### config.mk
export PLATFORM = sky130hd
export DESIGN_NAME = jpeg_host_regs
export DESIGN_NICKNAME = d
export VERILOG_FILES = /design/src/verilog/jpeg_host_pkg.sv /design/src/verilog/wb_handshake.sv /design/src/verilog/status_flags.sv /design/src/verilog/jpeg_host_regs.sv
export SDC_FILE = /design/constraint.sdc
export NUM_CORES = 1
export LEC_CHECK = 0
export BUFFER_PORTS_ARGS = -buffer_cell sky130_fd_sc_hd__buf_2
export CORE_ASPECT_RATIO = 0.7
export CORE_MARGIN = 2
export CORE_UTILIZATION = 52
export DETAILED_ROUTE_END_ITERATION = 10
export GPL_ROUTABILITY_DRIVEN = 0
export PLACE_DENSITY = 0.8
export SLEW_MARGIN = 20
export SYNTH_ARGS = -nofsm -noshare
export SYNTH_HDL_FRONTEND = slang
export SYNTH_SLANG_ARGS = --single-unit
### constraint.sdc
create_clock -name core_clk -period 4.3 [get_ports core_clk]
set_input_delay 1.29 -clock core_clk [delete_from_list [all_inputs] [get_ports core_clk]]
set_output_delay 1.29 -clock core_clk [all_outputs]
set_load 0.03 [all_outputs]
### src/verilog/jpeg_host_pkg.sv
// Package for the decoder host register bank: offsets, status bits, carriers.
// Assumes one core clock and a word-addressed Wishbone slave port.
package jpeg_host_pkg;
    localparam int DATA_W = 32;
    localparam int ADR_W = 4;
    localparam int SEL_W = 4;
    localparam int STAT_W = 9;
    localparam int MASK_W = 9;
    localparam int COORD_W = 16;

    // Register indices on the 4-bit address
    localparam logic [3:0] ADR_STATUS = 4'h0;
    localparam logic [3:0] ADR_MASK = 4'h1;
    localparam logic [3:0] ADR_SIZE_X = 4'h2;
    localparam logic [3:0] ADR_SIZE_Y = 4'h3;
    localparam logic [3:0] ADR_LEFT = 4'h4;
    localparam logic [3:0] ADR_TOP = 4'h5;
    localparam logic [3:0] ADR_RIGHT = 4'h6;
    localparam logic [3:0] ADR_BOTTOM = 4'h7;
    localparam logic [3:0] ADR_RD_PTR = 4'h8;
    localparam logic [3:0] ADR_RD_CNT = 4'h9;
    localparam logic [3:0] ADR_WIN_LOW = 4'ha;
    localparam logic [3:0] ADR_WIN_HIGH = 4'hb;
    localparam logic [3:0] ADR_SHIFT = 4'hc;
    localparam logic [3:0] ADR_LINE_W = 4'hd;
    localparam logic [3:0] ADR_WR_POS = 4'he;

    // Status bit positions
    localparam int ST_READY = 0;
    localparam int ST_IN_EMPTY = 1;
    localparam int ST_WIN_FULL = 2;
    localparam int ST_ERROR = 3;
    localparam int ST_NOT_JPEG = 4;
    localparam int ST_CORRUPT = 5;
    localparam int ST_UNSUP = 6;
    localparam int ST_START = 7;
    localparam int ST_IDLE = 8;

    localparam logic [STAT_W-1:0] STATUS_RESET = 9'h100;
    localparam logic [STAT_W-1:0] CLR_LOW_FLAGS = 9'h07f;
    localparam logic [DATA_W-1:0] EVEN_MASK = 32'hffff_fffe;
    localparam logic [DATA_W-1:0] WORD_MASK = 32'hffff_fffc;
    localparam logic [DATA_W-1:0] ZERO_WORD = 32'h0000_0000;

    typedef struct packed {
        logic cyc;
        logic stb;
        logic we;
        logic [ADR_W-1:0] adr;
        logic [SEL_W-1:0] sel;
        logic [DATA_W-1:0] dat;
    } wb_req_t;

    typedef struct packed {
        logic ready;
        logic in_empty;
        logic win_full;
        logic not_jpeg;
        logic corrupt;
        logic unsupported;
        logic byte_taken;
    } engine_ev_t;

    typedef struct packed {
        logic [MASK_W-1:0] mask;
        logic [COORD_W-1:0] left;
        logic [COORD_W-1:0] top;
        logic [COORD_W-1:0] right;
        logic [COORD_W-1:0] bottom;
        logic [DATA_W-1:0] rd_ptr;
        logic [DATA_W-1:0] rd_cnt;
        logic [DATA_W-1:0] win_low;
        logic [DATA_W-1:0] win_high;
        logic [DATA_W-1:0] shift;
        logic [COORD_W-1:0] line_w;
    } cfg_t;

    typedef struct packed {
        logic start;
        logic soft_reset;
        logic resume_in;
        logic resume_out;
    } cmd_t;
endpackage

### src/verilog/wb_handshake.sv
// Wishbone slave handshake: takes one access, answers with a one-cycle ack.
// Assumes the master holds cyc, stb and the request until it sees ack.
`timescale 1ns/1ns
module wb_handshake
    import jpeg_host_pkg::*;
(
    input wire logic core_clk,
    input wire logic srst,
    input wire wb_req_t req,
    output logic take,
    output logic ack
);
    typedef struct packed {
        logic ack;
    } hs_state_t;

    hs_state_t st;
    hs_state_t next_st;

    // Request is taken on the edge that raises ack
    assign take = req.cyc && req.stb && !st.ack;
    assign ack = st.ack;

    always_comb begin
        next_st = st;
        next_st.ack = take;
    end

    always_ff @(posedge core_clk) begin
        if (srst) begin
            st <= '0;
        end else begin
            st <= next_st;
        end
    end

    a_ack_single: assert property (@(posedge core_clk) disable iff (srst)
        st.ack |=> !st.ack)
        else $error("ack held longer than one cycle");

    a_ack_follows_req: assert property (@(posedge core_clk) disable iff (srst)
        (req.cyc && req.stb && !st.ack) |=> st.ack)
        else $error("request not acknowledged");
endmodule

### src/verilog/status_flags.sv
// Status flags and interrupt line of the decoder host interface.
// Assumes engine events are same-clock pulses and cmd bits are lane-gated.
`timescale 1ns/1ns
module status_flags
    import jpeg_host_pkg::*;
(
    input wire logic core_clk,
    input wire logic srst,
    input wire logic wr_status,
    input wire logic [STAT_W-1:0] wr_bits,
    input wire engine_ev_t ev,
    input wire logic [MASK_W-1:0] mask,
    output logic [STAT_W-1:0] status,
    output logic irq
);
    typedef struct packed {
        logic [STAT_W-1:0] status;
        logic irq;
    } flag_state_t;

    flag_state_t st;
    flag_state_t next_st;

    assign status = st.status;
    assign irq = st.irq;

    always_comb begin
        next_st = st;
        if (wr_status) begin
            if (wr_bits[ST_IDLE]) begin
                next_st.status = st.status & ~CLR_LOW_FLAGS;
                next_st.status[ST_IDLE] = 1'b1;
            end
            if (wr_bits[ST_START]) begin
                next_st.status = next_st.status & ~CLR_LOW_FLAGS;
                next_st.status[ST_IDLE] = 1'b0;
            end
            if (wr_bits[ST_WIN_FULL]) begin
                next_st.status[ST_WIN_FULL] = 1'b0;
            end
            if (wr_bits[ST_IN_EMPTY]) begin
                next_st.status[ST_IN_EMPTY] = 1'b0;
            end
        end
        // Events win over a clear in the same cycle
        next_st.status[ST_READY] = next_st.status[ST_READY] | ev.ready;
        next_st.status[ST_IN_EMPTY] = next_st.status[ST_IN_EMPTY] | ev.in_empty;
        next_st.status[ST_WIN_FULL] = next_st.status[ST_WIN_FULL] | ev.win_full;
        next_st.status[ST_NOT_JPEG] = next_st.status[ST_NOT_JPEG] | ev.not_jpeg;
        next_st.status[ST_CORRUPT] = next_st.status[ST_CORRUPT] | ev.corrupt;
        next_st.status[ST_UNSUP] = next_st.status[ST_UNSUP] | ev.unsupported;
        next_st.status[ST_ERROR] = |next_st.status[ST_UNSUP:ST_NOT_JPEG];
        next_st.status[ST_START] = 1'b0;
        next_st.irq = |(next_st.status & mask);
    end

    always_ff @(posedge core_clk) begin
        if (srst) begin
            st <= {STATUS_RESET, 1'b0};
        end else begin
            st <= next_st;
        end
    end

    a_error_global: assert property (@(posedge core_clk) disable iff (srst)
        st.status[ST_ERROR] == (|st.status[ST_UNSUP:ST_NOT_JPEG]))
        else $error("global error flag disagrees with specific flags");

    a_irq_follows: assert property (@(posedge core_clk) disable iff (srst)
        st.irq == (|(st.status & $past(mask))))
        else $error("interrupt line disagrees with masked status");

    a_start_leaves_idle: assert property (@(posedge core_clk) disable iff (srst)
        (wr_status && wr_bits[ST_START]) |=> !st.status[ST_IDLE])
        else $error("start did not clear idle flag");

    a_soft_reset_clear: assert property (@(posedge core_clk) disable iff (srst)
        (wr_status && wr_bits[ST_IDLE] && ev == '0) |=> st.status[ST_UNSUP:ST_IN_EMPTY] == '0)
        else $error("soft reset left low flags set");

    a_ready_holds: assert property (@(posedge core_clk) disable iff (srst)
        (st.status[ST_READY] && !(wr_status && (wr_bits[ST_IDLE] || wr_bits[ST_START])))
        |=> st.status[ST_READY])
        else $error("ready flag dropped without a clear");

    a_empty_holds: assert property (@(posedge core_clk) disable iff (srst)
        (st.status[ST_IN_EMPTY] && !(wr_status && (wr_bits[ST_IDLE]
        || wr_bits[ST_START] || wr_bits[ST_IN_EMPTY]))) |=> st.status[ST_IN_EMPTY])
        else $error("input empty flag dropped without a clear");

    a_full_clear: assert property (@(posedge core_clk) disable iff (srst)
        (wr_status && wr_bits[ST_WIN_FULL] && !ev.win_full) |=> !st.status[ST_WIN_FULL])
        else $error("window full flag not cleared");
endmodule

### src/verilog/jpeg_host_regs.sv
// Host register bank of the baseline image decoder: Wishbone slave side.
// Assumes a word-addressing interconnect and a same-clock decode engine.
`timescale 1ns/1ns
//Contract
// - Interrupt cause holds until its flag clears
// - Ready flag holds until rst or start
// - Global error equals OR of specific errors
// - Rst or start clears all error flags
// - Idle flag holds; start clears it, starts
// - Data bit 8 soft reset clears bits 6..0
// - Data bit 7 clears idle, bits 6..0
// - Data bits 2,1 clear full, empty flags
// - Mask write loads data bits 8..0
// - Horizontal values stored even, bit 0 zero
// - Vertical values stored unchanged, 16 bits
// - Read pointer and count store 32 bits
// - Window and shift stored word aligned
// - Strobe and cycle capture data, raise ack
// - Ack seen: both ends drop their signals
// - Interrupt high when flag and mask set
module jpeg_host_regs
    import jpeg_host_pkg::*;
(
    input wire logic core_clk,
    input wire logic srst,
    input wire wb_req_t wb_req,
    output logic [DATA_W-1:0] dat_o,
    output logic ack_o,
    output logic int_o,
    input wire engine_ev_t engine_ev,
    input wire logic [DATA_W-1:0] engine_wr_pos,
    input wire logic [COORD_W-1:0] image_width,
    input wire logic [COORD_W-1:0] image_height,
    output cfg_t cfg,
    output cmd_t cmd
);
    typedef struct packed {
        cfg_t cfg;
        cmd_t cmd;
        logic [DATA_W-1:0] rdata;
    } regs_state_t;

    regs_state_t st;
    regs_state_t next_st;
    logic take;
    logic wr_take;
    logic wr_status;
    logic [STAT_W-1:0] wr_bits;
    logic [STAT_W-1:0] status;
    logic [DATA_W-1:0] lane_mask;

    // Expands byte selects into a bit mask
    function automatic logic [DATA_W-1:0] lanes(input logic [SEL_W-1:0] sel);
        logic [DATA_W-1:0] m;
        m = '0;
        for (int i = 0; i < SEL_W; i++) begin
            m[i*8 +: 8] = {8{sel[i]}};
        end
        return m;
    endfunction

    // Merges selected bytes of new data into an old value
    function automatic logic [DATA_W-1:0] merge(input logic [DATA_W-1:0] old,
        input logic [DATA_W-1:0] din, input logic [DATA_W-1:0] m);
        return (old & ~m) | (din & m);
    endfunction

    function automatic logic [DATA_W-1:0] widen(input logic [COORD_W-1:0] v);
        return {{(DATA_W-COORD_W){1'b0}}, v};
    endfunction

    wb_handshake u_handshake (
        .core_clk(core_clk),
        .srst(srst),
        .req(wb_req),
        .take(take),
        .ack(ack_o)
    );

    assign lane_mask = lanes(wb_req.sel);
    assign wr_take = take && wb_req.we;
    assign wr_status = wr_take && (wb_req.adr == ADR_STATUS);
    // Command bits only count in selected byte lanes
    assign wr_bits = wb_req.dat[STAT_W-1:0] & lane_mask[STAT_W-1:0];

    status_flags u_flags (
        .core_clk(core_clk),
        .srst(srst),
        .wr_status(wr_status),
        .wr_bits(wr_bits),
        .ev(engine_ev),
        // Next mask keeps int_o in step with a mask write
        .mask(next_st.cfg.mask),
        .status(status),
        .irq(int_o)
    );

    always_comb begin
        next_st = st;
        next_st.cmd = '0;
        // Engine consumes input bytes between host writes
        if (engine_ev.byte_taken) begin
            next_st.cfg.rd_ptr = st.cfg.rd_ptr + 32'h0000_0001;
            if (st.cfg.rd_cnt != ZERO_WORD) begin
                next_st.cfg.rd_cnt = st.cfg.rd_cnt - 32'h0000_0001;
            end
        end
        if (wr_take) begin
            unique case (wb_req.adr)
                ADR_STATUS: begin
                    next_st.cmd.soft_reset = wr_bits[ST_IDLE];
                    next_st.cmd.start = wr_bits[ST_START];
                    next_st.cmd.resume_in = wr_bits[ST_IN_EMPTY] && status[ST_IN_EMPTY];
                    next_st.cmd.resume_out = wr_bits[ST_WIN_FULL] && status[ST_WIN_FULL];
                end
                ADR_MASK: begin
                    next_st.cfg.mask =
                        MASK_W'(merge(widen({7'h00, st.cfg.mask}), wb_req.dat, lane_mask));
                end
                ADR_LEFT: begin
                    next_st.cfg.left = COORD_W'(
                        merge(widen(st.cfg.left), wb_req.dat, lane_mask) & EVEN_MASK);
                end
                ADR_TOP: begin
                    next_st.cfg.top =
                        COORD_W'(merge(widen(st.cfg.top), wb_req.dat, lane_mask));
                end
                ADR_RIGHT: begin
                    next_st.cfg.right = COORD_W'(
                        merge(widen(st.cfg.right), wb_req.dat, lane_mask) & EVEN_MASK);
                end
                ADR_BOTTOM: begin
                    next_st.cfg.bottom =
                        COORD_W'(merge(widen(st.cfg.bottom), wb_req.dat, lane_mask));
                end
                ADR_RD_PTR: begin
                    next_st.cfg.rd_ptr = merge(st.cfg.rd_ptr, wb_req.dat, lane_mask);
                end
                ADR_RD_CNT: begin
                    next_st.cfg.rd_cnt = merge(st.cfg.rd_cnt, wb_req.dat, lane_mask);
                end
                ADR_WIN_LOW: begin
                    next_st.cfg.win_low =
                        merge(st.cfg.win_low, wb_req.dat, lane_mask) & WORD_MASK;
                end
                ADR_WIN_HIGH: begin
                    next_st.cfg.win_high =
                        merge(st.cfg.win_high, wb_req.dat, lane_mask) & WORD_MASK;
                end
                ADR_SHIFT: begin
                    next_st.cfg.shift =
                        merge(st.cfg.shift, wb_req.dat, lane_mask) & WORD_MASK;
                end
                ADR_LINE_W: begin
                    next_st.cfg.line_w = COORD_W'(
                        merge(widen(st.cfg.line_w), wb_req.dat, lane_mask) & EVEN_MASK);
                end
                default: begin
                    // Read-only or unmapped: acknowledged, nothing stored
                    next_st.cfg = next_st.cfg;
                end
            endcase
        end
        // Read data is captured on the edge that raises ack
        if (take && !wb_req.we) begin
            unique case (wb_req.adr)
                ADR_STATUS: next_st.rdata = {23'h000000, status};
                ADR_MASK: next_st.rdata = {23'h000000, st.cfg.mask};
                ADR_SIZE_X: next_st.rdata = widen(image_width);
                ADR_SIZE_Y: next_st.rdata = widen(image_height);
                ADR_LEFT: next_st.rdata = widen(st.cfg.left);
                ADR_TOP: next_st.rdata = widen(st.cfg.top);
                ADR_RIGHT: next_st.rdata = widen(st.cfg.right);
                ADR_BOTTOM: next_st.rdata = widen(st.cfg.bottom);
                ADR_RD_PTR: next_st.rdata = st.cfg.rd_ptr;
                ADR_RD_CNT: next_st.rdata = st.cfg.rd_cnt;
                ADR_WIN_LOW: next_st.rdata = st.cfg.win_low;
                ADR_WIN_HIGH: next_st.rdata = st.cfg.win_high;
                ADR_SHIFT: next_st.rdata = st.cfg.shift;
                ADR_LINE_W: next_st.rdata = widen(st.cfg.line_w);
                ADR_WR_POS: next_st.rdata = engine_wr_pos & WORD_MASK;
                default: next_st.rdata = ZERO_WORD;
            endcase
        end
    end

    always_ff @(posedge core_clk) begin
        if (srst) begin
            st <= '0;
        end else begin
            st <= next_st;
        end
    end

    assign cfg = st.cfg;
    assign cmd = st.cmd;
    assign dat_o = st.rdata;

    a_even_coords: assert property (@(posedge core_clk) disable iff (srst)
        (wr_take && wb_req.adr == ADR_LEFT && wb_req.sel == 4'hf)
        |=> st.cfg.left == {$past(wb_req.dat[COORD_W-1:1]), 1'b0})
        else $error("horizontal start not stored even");

    a_vert_store: assert property (@(posedge core_clk) disable iff (srst)
        (wr_take && wb_req.adr == ADR_BOTTOM && wb_req.sel == 4'hf)
        |=> st.cfg.bottom == $past(wb_req.dat[COORD_W-1:0]))
        else $error("vertical end not stored unchanged");

    a_count_store: assert property (@(posedge core_clk) disable iff (srst)
        (wr_take && wb_req.adr == ADR_RD_CNT && wb_req.sel == 4'hf)
        |=> st.cfg.rd_cnt == $past(wb_req.dat))
        else $error("input byte count not stored");

    a_word_align: assert property (@(posedge core_clk) disable iff (srst)
        (wr_take && wb_req.adr == ADR_SHIFT && wb_req.sel == 4'hf)
        |=> st.cfg.shift == {$past(wb_req.dat[DATA_W-1:2]), 2'b00})
        else $error("output shift not word aligned");

    a_mask_load: assert property (@(posedge core_clk) disable iff (srst)
        (wr_take && wb_req.adr == ADR_MASK && wb_req.sel == 4'hf)
        |=> st.cfg.mask == $past(wb_req.dat[MASK_W-1:0]))
        else $error("mask not loaded from data bits 8 to 0");

    a_start_pulse: assert property (@(posedge core_clk) disable iff (srst)
        (wr_status && wr_bits[ST_START]) |=> (cmd.start && ack_o) ##1 !cmd.start)
        else $error("start pulse missing or too long");

    a_right_even: assert property (@(posedge core_clk) disable iff (srst)
        (wr_take && wb_req.adr == ADR_RIGHT && wb_req.sel == 4'hf)
        |=> st.cfg.right == {$past(wb_req.dat[COORD_W-1:1]), 1'b0})
        else $error("horizontal end not stored even");

    a_width_even: assert property (@(posedge core_clk) disable iff (srst)
        (wr_take && wb_req.adr == ADR_LINE_W && wb_req.sel == 4'hf)
        |=> st.cfg.line_w == {$past(wb_req.dat[COORD_W-1:1]), 1'b0})
        else $error("line width not stored even");

    a_top_store: assert property (@(posedge core_clk) disable iff (srst)
        (wr_take && wb_req.adr == ADR_TOP && wb_req.sel == 4'hf)
        |=> st.cfg.top == $past(wb_req.dat[COORD_W-1:0]))
        else $error("vertical start not stored unchanged");

    a_ptr_store: assert property (@(posedge core_clk) disable iff (srst)
        (wr_take && wb_req.adr == ADR_RD_PTR && wb_req.sel == 4'hf)
        |=> st.cfg.rd_ptr == $past(wb_req.dat))
        else $error("input read pointer not stored");

    a_low_align: assert property (@(posedge core_clk) disable iff (srst)
        (wr_take && wb_req.adr == ADR_WIN_LOW && wb_req.sel == 4'hf)
        |=> st.cfg.win_low == {$past(wb_req.dat[DATA_W-1:2]), 2'b00})
        else $error("window start not word aligned");

    a_high_align: assert property (@(posedge core_clk) disable iff (srst)
        (wr_take && wb_req.adr == ADR_WIN_HIGH && wb_req.sel == 4'hf)
        |=> st.cfg.win_high == {$past(wb_req.dat[DATA_W-1:2]), 2'b00})
        else $error("window end not word aligned");

    a_soft_pulse: assert property (@(posedge core_clk) disable iff (srst)
        (wr_status && wr_bits[ST_IDLE]) |=> cmd.soft_reset)
        else $error("soft reset pulse missing");

    a_resume_out: assert property (@(posedge core_clk) disable iff (srst)
        (wr_status && wr_bits[ST_WIN_FULL] && status[ST_WIN_FULL]) |=> cmd.resume_out)
        else $error("window resume pulse missing");

    a_ro_ignored: assert property (@(posedge core_clk) disable iff (srst)
        (wr_take && (wb_req.adr == ADR_WR_POS || wb_req.adr == ADR_SIZE_X)
        && !engine_ev.byte_taken) |=> $stable(st.cfg))
        else $error("read-only write changed a register");
endmodule

# Yosys cells after proc, flatten, opt, wreduce, memory -nomap -nowiden
# Index checks and enable logic that the tools add are counted.
[op_classes] reduce_logical=22 n_mux=21 bitwise=34 n_eq_ne=14 addsub=2
[op_table] op="32-bit case mux with 15 select lines" n=1
[op_table] op="253-bit two-way mux" n=1
[op_table] op="32-bit AND" n=6
[op_table] op="32-bit two-way mux" n=6
[op_table] op="32-bit OR" n=5
[op_table] op="16-bit AND" n=5
[op_table] op="16-bit two-way mux" n=5
[op_table] op="16-bit OR" n=5
[op_table] op="64-bit two-way mux" n=1
[op_table] op="9-bit two-way mux" n=4
[op_table] op="32-bit by 1-bit adder with 32-bit output, second input constant" n=1
[op_table] op="32-bit NOT" n=1
[op_table] op="32-bit nonzero test" n=1
[op_table] op="32-bit by 1-bit subtractor with 32-bit output, second input constant" n=1
[op_table] op="4-bit equality test, second input constant" n=7
[op_table] op="9-bit AND" n=3
[op_table] op="4-bit by 3-bit equality test with 1-bit output, second input constant" n=4
[op_table] op="2-bit AND reduction" n=8
[op_table] op="9-bit OR" n=1
[op_table] op="9-bit OR reduction" n=1
[op_table] op="4-bit by 2-bit equality test with 1-bit output, second input constant" n=2
[op_table] op="1-bit logical AND" n=7
[op_table] op="1-bit OR" n=6
[op_table] op="3-bit OR reduction" n=2
[op_table] op="other kinds (6)" n=9
[word_totals] register_bits=287 elab_cells=113

# Logic depth before layout (Yosys ltp)
# Gate-level depths: netlist of the first run.
[depth] word_depth=9 ltp_mapped=9 mapped_depth_nobuf=8

# By module
# Synthesis of the first run repeated with hierarchy kept, for this count alone.
[hier_totals] cells_unflattened=1680 hier_area_um2=13614.3
[by_module_without_submodules] mod="jpeg_host_regs" instances=1 area_each_um2=13197.7 cells_each=1638 seq_area_each_um2=5525.3
[by_module_without_submodules] mod="status_flags" instances=1 area_each_um2=374.1 cells_each=39 seq_area_each_um2=180.2
[by_module_without_submodules] mod="wb_handshake" instances=1 area_each_um2=42.5 cells_each=3 seq_area_each_um2=20.0

# Least setup slack after synthesis of the first run
# OpenSTA, ideal clock, no wires.
[synth_timing] kind="input -> register" start="input port wb_req[36] (netlist name)" end="register u_flags.st (netlist bit u_flags.irq)" arrival_time_ns=3.283 stages=7 setup_ns=0.125 setup_slack_ns=0.892 path_buffers=1 cell_sequence="clkbuf_1 -> nor4_2 -> nand2_1 -> a21o_1 -> a2111oi_0 -> o22ai_1 -> o41a_1"
[synth_via] elab_chain_len=7 word_cells_on_any_way=15 cone_classes="1 x eq/ne; 3 x mux; 7 x bitwise; 4 x reduce/logical"
[synth_lines] item="start, declared" line="jpeg_host_regs.sv:26" rtl="input wire wb_req_t wb_req,"
[synth_lines] item="4-bit logical NOT" line="jpeg_host_regs.sv:82" rtl="assign wr_status = wr_take && (wb_req.adr == ADR_STATUS);"
[synth_lines] item="1-bit logical AND" line="jpeg_host_regs.sv:82"
[synth_lines] item="9-bit two-way mux" line="status_flags.sv:29" rtl="if (wr_status) begin"
[synth_lines] item="1-bit OR (on tied branches)" line="status_flags.sv:49, status_flags.sv:50, status_flags.sv:51"
[synth_lines] item="3-bit OR reduction" line="status_flags.sv:52" rtl="next_st.status[ST_ERROR] = |next_st.status[ST_UNSUP:ST_NOT_JPEG];"
[synth_lines] item="9-bit AND (*)" line="status_flags.sv:54" rtl="next_st.irq = |(next_st.status & mask);"
[synth_lines] item="9-bit OR reduction (*)" line="status_flags.sv:54"
[synth_lines] item="end signal, assigned" line="status_flags.sv:59" rtl="st <= {STATUS_RESET, 1'b0};"
[synth_lines] item="end signal, assigned" line="status_flags.sv:61" rtl="st <= next_st;"
[synth_lines] item="end, declared" line="status_flags.sv:21" rtl="flag_state_t st;"
# Every way passes the cells marked *; elsewhere a longest branch is shown, timed or not.
# A chain may end at the register's enable or synchronous reset.

# Worst setup path in the final report of the first run
[layout_timing] start="input port wb_req[37] (netlist name)" end="register st (netlist bit dat_o[10])"
[layout_via] elab_chain_len=2 word_cells_on_any_way=16 cone_classes="14 x eq/ne; 1 x mux; 1 x reduce/logical"
[layout_lines] item="4-bit equality test (tied with other cells)" line="jpeg_host_regs.sv:166" rtl="unique case (wb_req.adr)"
[layout_lines] item="32-bit case mux with 15 select lines (*)" line="jpeg_host_regs.sv:166"
[layout_lines] item="end signal, assigned" line="jpeg_host_regs.sv:191" rtl="st <= next_st;"
[layout_lines] item="end, declared" line="jpeg_host_regs.sv:43" rtl="regs_state_t st;"
# Marked as above.

==> flow_metrics.py, run 1 <==
metrics = {
    "clocking": {
        "cts_setup_buffers": 0,
        "postCtsHoldBufs": 0,
        "cts_inserted_buffers": 29,
        "cts_resized": 0,
        "clock-sinks": 286,
        "clk_latency_ns": 0.57,
        "cts.clk_slew.worst_paths_ns": 0.06,
        "cts_root_buf": "clkbuf_16",
        "cts_buffer_depth": 3,
        "htree_levels": 1,
        "cts_tree": "yes",
    },
    "global_routing": {
        "grt_pass1_vias": 14600,
        "grt_use_total": 0.401,
        "grt-ovfl-total": 0,
        "grt_max_degree": 128,
        "antenna_found_initial": 3,
        "grt_first_pass_wirelength_mm": 86.5,
    },
    "finish": {
        "regArea_um2": 5730,
        "fin_area_um2": 17100,
        "multi_input_area_um2": 7500,
        "area_growth_pct": 24.2,
        "finalNetCount": 2108,
        "drive_gt1_frac": 0.256,
        "fill_cells": 2224,
    },
    "worst_setup_path": {
        "path_max_fanout": 25,
        "slowest_stage": "and4b_1",
        "worstPathRequired_ns": 4.81,
        "critPathKind": "input pin to flop",
        "cp-start-kind": "input pin",
        "cp-end-kind": "flop",
        "cpPeakStageDelay_ns": 1.06,
        "cp_data_arrival_time_ns": 3.91,
        "cp_cell_sequence": "buf_2 > and4b_1 > buf_4 > a22oi_1 > and3_1 > a31oi_1 > a21oi_1 > nor2_1",
    },
    "route": {
        "detail_route.vias_per_cell": 6.66,
        "ant_nets": 0,
        "drt_iter0_markers": 2508,
        "vias": 15800,
        "firstDrtPassIters": 8,
        "drc_errors": 0,
        "wl_per_cell_um": 24.6,
        "routed_wl_mm": 58.3,
    },
    "job": {
        "drv_cap": 0,
    },
    "logic_synthesis": {
        "synthTopCellsByArea": "dfxtp_1 42%, mux2i_1 7.7%, a22oi_1 6.1%",
        "post-synth-top-area-cell": "dfxtp_1",
        "avgSynthCellArea_um2": 8.25,
        "synth-async-reset-ratio": 0,
        "synthTopCellsByCount": "286 x dfxtp_1, 174 x nor2_1, 165 x nand2_1",
        "synth_edf_count": 0,
        "syn_inst": 1666,
        "mappedNetlistArea_um2": 13700,
        "yosysMostFrequentCell": "dfxtp_1",
        "ys.flop_type": "dfxtp_1",
        "ys_types": 67,
        "yosys_warnings": 0,
        "seq_area_frac_synth": 0.417,
        "synth.top_cell.area_share": 0.417,
        "ys_ff_latch": 286,
    },
    "timing": {
        "min_period_ns": 3.40,
        "hold_viol_final": 0,
        "setup_tns_ns": 0,
        "rsz0062_at_grt": "no",
        "fin_crit_sh": 0.791,
        "slew_viol_final": 0,
        "max_freq_mhz": 294,
        "finalSetupViolCount": 0,
        "skew_ns": 0.0108,
        "worstMarginPinSlew_ns": 1.16,
        "slew_headroom": 0.226,
    },
    "floorplanning": {
        "rows": 49,
        "dieArea_um2": 27800,
        "die_w_um": 198,
        "initial_core_util": 0.532,
        "die_y_um": 140,
        "ios": 403,
        "core_um2": 25800,
    },
    "outcome": {
        "status": "completed",
    },
    "power_and_ir_drop": {
        "combPwrFrac": 0.287,
        "powerDensity_nw_per_um2": 483,
        "clkPwrFrac": 0.331,
        "p_sw_mw": 3.08,
        "vdd_drop_max_mv": 0.370,
        "power.leakage_nw": 7.66,
        "p_seq_frac": 0.382,
        "netSwitchingFraction": 0.373,
        "p_int_mw": 5.16,
    },
    "place": {
        "dpl_cell_area_um2": 16000,
        "hpwlAfterDp_mm": 41.0,
        "io_buffers": 391,
    },
    "hold_path": {
        "hp-class": "flop to flop",
    },
}
==> power by group through the flow <==
stage | logic [mW] | registers (mW) | clock network [mW]
4_1_cts | 2.28 | 3.13 | 2.72
3_3_place_gp | 2.19 | 3.18 | 0
2_1_floorplan | 1.30 | 3.35 | 0
3_5_place_dp | 2.26 | 3.19 | 0
6_report | 2.36 | 3.15 | 2.73
5_1_grt | 2.50 | 3.16 | 2.84
==> worst max-delay path: cells and delay by family <==
| family | cells | cell delay, ns |
|---|---|---|
| AOI/OAI and AO/OA | 3 | 0.37 |
| and+or+nand+nor | 3 | 1.38 |
| buffers and inverters | 2 | 0.85 |
==> cells by family (layout without fill, tap and decap cells) <==
group / after synthesis / after routing / synth area share
AO/OA/AOI/OAI: 460 / 460 / 0.222
XOR/XNOR: 12 / 12 / 0.00765
adder cells (fa/ha/maj): 3 / 3 / 0.00273
buffers and inverters: 161 / 498 / 0.0464
flip-flops: 286 / 286 / 0.417
multiplexers: 111 / 111 / 0.0813
other: 1 / 14 / 0.000273
AND/OR/NAND/NOR: 632 / 632 / 0.223
==> final cells by class <==
type	count	area share
Inverter	6	0.00132
Multi-Input combinational cell	1227	0.439
Antenna cell	5	0.000733
Sequential cell	286	0.336
Timing Repair Buffer	439	0.138
Clock buffer	37	0.0461
Clock inverter	16	0.0131
Tap cell	357	0.0262
==> through the flow <==
| stage | cells | setup WS, ns | power (mW) | utilization | hold WS, ns |
|---|---|---|---|---|---|
| final | 2373 | 0.897 | 8.24 | 0.661 | 0.457 |
| after global routing | 2372 | 0.650 | 8.50 | 0.661 | 0.476 |
| after CTS | 2368 | 0.994 | 8.13 | 0.661 | 0.456 |
| after detailed placement | 2315 | 0.429 | 5.44 | 0.621 | 0.447 |
| after global placement | 2315 | 0.508 | 5.37 | 0.621 | 0.440 |
| after floorplan | 1674 | 0.892 | 4.65 | - | 0.453 |
==> layout by cell type (no fill, tap or decap), types with 7 or more instances in the layout <==
cell,count
a211oi_1,34
a21o_1,10
a21oi_1,143
a221oi_1,8
a222oi_1,16
a22oi_1,112
a31oi_1,37
and2_1,8
and3_1,21
buf_2,390
buf_4,46
clkbuf_16,29
clkinv_2,9
conb_1,9
dfxtp_1,286
mux2i_1,106
nand2_1,165
nand2b_1,8
nand3_1,131
nand4_1,15
nor2_1,174
nor2b_1,14
nor3_1,27
nor4_1,8
o21ai_0,42
o22ai_1,7
o311ai_0,8
or3_1,8
or4_1,10
xnor2_1,10
==> layer usage <==
| metal | GRT usage | vias up | part of all wire |
|---|---|---|---|
| met5 | 0 | - | 0 |
| met1 | 0.560 | 7438 | 0.38 |
| met3 | 0.107 | 229 | 0.15 |
| met2 | 0.580 | 1320 | 0.42 |
| met4 | 0.172 | 0 | 0.045 |
| li1 | - | 6826 | - |
==> worst paths after layout <==
path	depth (start not counted)	from	slack, ns	end
worst max-delay path	8	wb_req[37]	0.90	dat_o[10]
worst min register to register	2	dat_o[1]	0.46	dat_o[1]
worst min-delay path	2	dat_o[1]	0.46	dat_o[1]
worst max register to register	6	flop	1.21	flop
No activity file was read; power rests on OpenSTA's default activity.
==> run 2: changes to the inputs <==
Clock period 4.3 ns to 3.2 ns, I/O delays scaled along.
==> run 2 against run 1 <==
Compared with the run above:
- flip-flop and latch count is the same
- combinational power increased by 45%
- register-to-register slack worse by 0.86 ns
- non-clock buffer count rose by 49
- cell count is 1.9% higher
- die area unchanged
- via count is 0.30% higher
==> flow_metrics.py, run 2 (synthesized netlist as in run 1, its figures left out) <==
metrics = {
    "clocking": {
        "cts_inserted_buffers": 29,
        "clk_latency_ns": 0.56,
        "clock-sinks": 286,
        "cts_root_buf": "clkbuf_16",
        "htree_levels": 1,
        "cts.clk_slew.worst_paths_ns": 0.07,
        "cts_tree": "yes",
        "cts_buffer_depth": 3,
        "cts_setup_buffers": 0,
    },
    "power_and_ir_drop": {
        "p_seq_frac": 0.373,
        "p_int_mw": 6.96,
        "netSwitchingFraction": 0.371,
        "clkPwrFrac": 0.318,
        "power.leakage_nw": 7.91,
        "combPwrFrac": 0.310,
        "vdd_drop_max_mv": 0.492,
        "p_sw_mw": 4.10,
        "powerDensity_nw_per_um2": 634,
        "power.total_mw": 11.1,
    },
    "global_routing": {
        "busiest_layer": "met2",
        "grt_pass1_vias": 14400,
        "grt_use_total": 0.399,
        "antenna_found_initial": 3,
        "grt-ovfl-total": 0,
        "use_met1": 0.560,
        "met2_usage": 0.593,
        "use_met3": 0.108,
        "grt_max_degree": 80,
        "grt_first_pass_wirelength_mm": 86.4,
    },
    "worst_setup_path": {
        "path_max_fanout": 8,
        "critPathKind": "flop to flop",
        "r2r_cells": 6,
        "r2r_slack_ns": 0.35,
        "worstPathRequired_ns": 3.67,
        "cp-start-kind": "flop",
        "cp-end-kind": "flop",
        "cp_data_arrival_time_ns": 3.32,
    },
    "route": {
        "ant_nets": 0,
        "wl_per_cell_um": 23.9,
        "firstDrtPassIters": 9,
        "drt_iter0_markers": 2429,
        "routed_wl_mm": 57.9,
        "drc_errors": 0,
        "detail_route.vias_per_cell": 6.56,
        "vias": 15900,
    },
    "finish": {
        "final_common_cell": "buf_2",
        "area_growth_pct": 27.1,
        "finalNonFillerCells": 2418,
        "final_cell_mix": "390 x buf_2, 286 x dfxtp_1, 174 x nor2_1",
        "drive_gt1_frac": 0.274,
        "finalNetCount": 2157,
    },
    "timing": {
        "hold_viol_final": 0,
        "max_freq_mhz": 351,
        "worstMarginPinSlew_ns": 0.649,
        "skew_ns": 0.0201,
        "setup_tns_ns": 0,
        "rsz0062_at_grt": "no",
        "slew_headroom": 0.556,
        "fin_crit_sh": 0.890,
        "finalSetupViolCount": 0,
        "min_period_ns": 2.85,
        "slew_viol_final": 0,
    },
    "outcome": {
        "status": "completed",
    },
    "floorplanning": {
        "dieArea_um2": 27800,
        "initial_core_util": 0.532,
        "die_y_um": 140,
        "ios": 403,
        "die_w_um": 198,
        "core_um2": 25800,
        "rows": 49,
    },
    "hold_path": {
        "whs_endpoint": "dat_o[11]",
        "hold_start": "dat_o[11]",
        "hp-class": "flop to flop",
        "min_path_cells": 2,
    },
    "job": {
        "drv_cap": 0,
    },
    "place": {
        "hpwlAfterDp_mm": 42.2,
        "placed_cells": 2364,
        "io_buffers": 391,
    },
}
run 2: cell count changes in the layout (fill, tap and decap cells not counted), moves of 2 or more:
cell and change:
diode_2 -2, bufinv_16 -2, buf_12 +6, clkinv_2 -2, clkbuf_1 -2, buf_4 +43
clkbuf_8 +3
run 2: cell type report:
type	instances	area, µm²
tap	357	447
clock buffer	38	820
clock inverter	13	149
timing repair buffer	488	2790
fill	2221	8350
inverter	6	22.5
multi-input combinational	1227	7500
sequential	286	5730
antenna	3	7.51
run 2: worst max-delay path: stages (launching register included):
cell and delay (ns):
dfxtp_1 0.42, nor4_2 0.57, nand4_1 0.43, or4_1 0.76, nand3_1 0.29, o311ai_0 0.15, a31oi_1 0.17
run 2: what timing repair did:
action / CTS / global route
hold buffers: 0 / 0
gates resized for setup: 0 / 1
endpoints found under the setup margin: 0 / 3
run 2: worst max-delay path by stage:
stage	start	endpoint	slack [ns]
floorplan	wb_req[36]	u_flags.irq	0.12
global placement	wb_req[41]	u_flags.irq	0.12
detailed placement	wb_req[41]	u_flags.irq	0.09
CTS	flop	flop	0.19
global route	flop	flop	0.26
finish	flop	flop	0.35
run 2: metrics by stage:
step                       util  setup slack (ns)  hold slack, ns  instance area, µm²
final                     0.677             0.353           0.457               17500
after global routing      0.677             0.258           0.468               17500
after CTS                 0.676             0.186           0.454               17500
after detailed placement  0.639            0.0945           0.446               16500
after global placement    0.639             0.121           0.438               16500
after floorplan               -             0.122           0.453               13800
run 2: routing by layer:
metal / part of all wire / wire length, µm
met1: 0.38 / 22200
met2: 0.43 / 25000
met3: 0.15 / 8710
met4: 0.034 / 1990
met5: 0 / 0
run 2: power by group through the flow:
stage               registers [mW]  clock network, mW  logic, mW
CTS                           4.10               3.51       3.30
global route                  4.14               3.66       3.64
finish                        4.12               3.52       3.43
global placement              4.17                  0       3.21
detailed placement            4.18                  0       3.28
floorplan                     4.50                  0       1.75
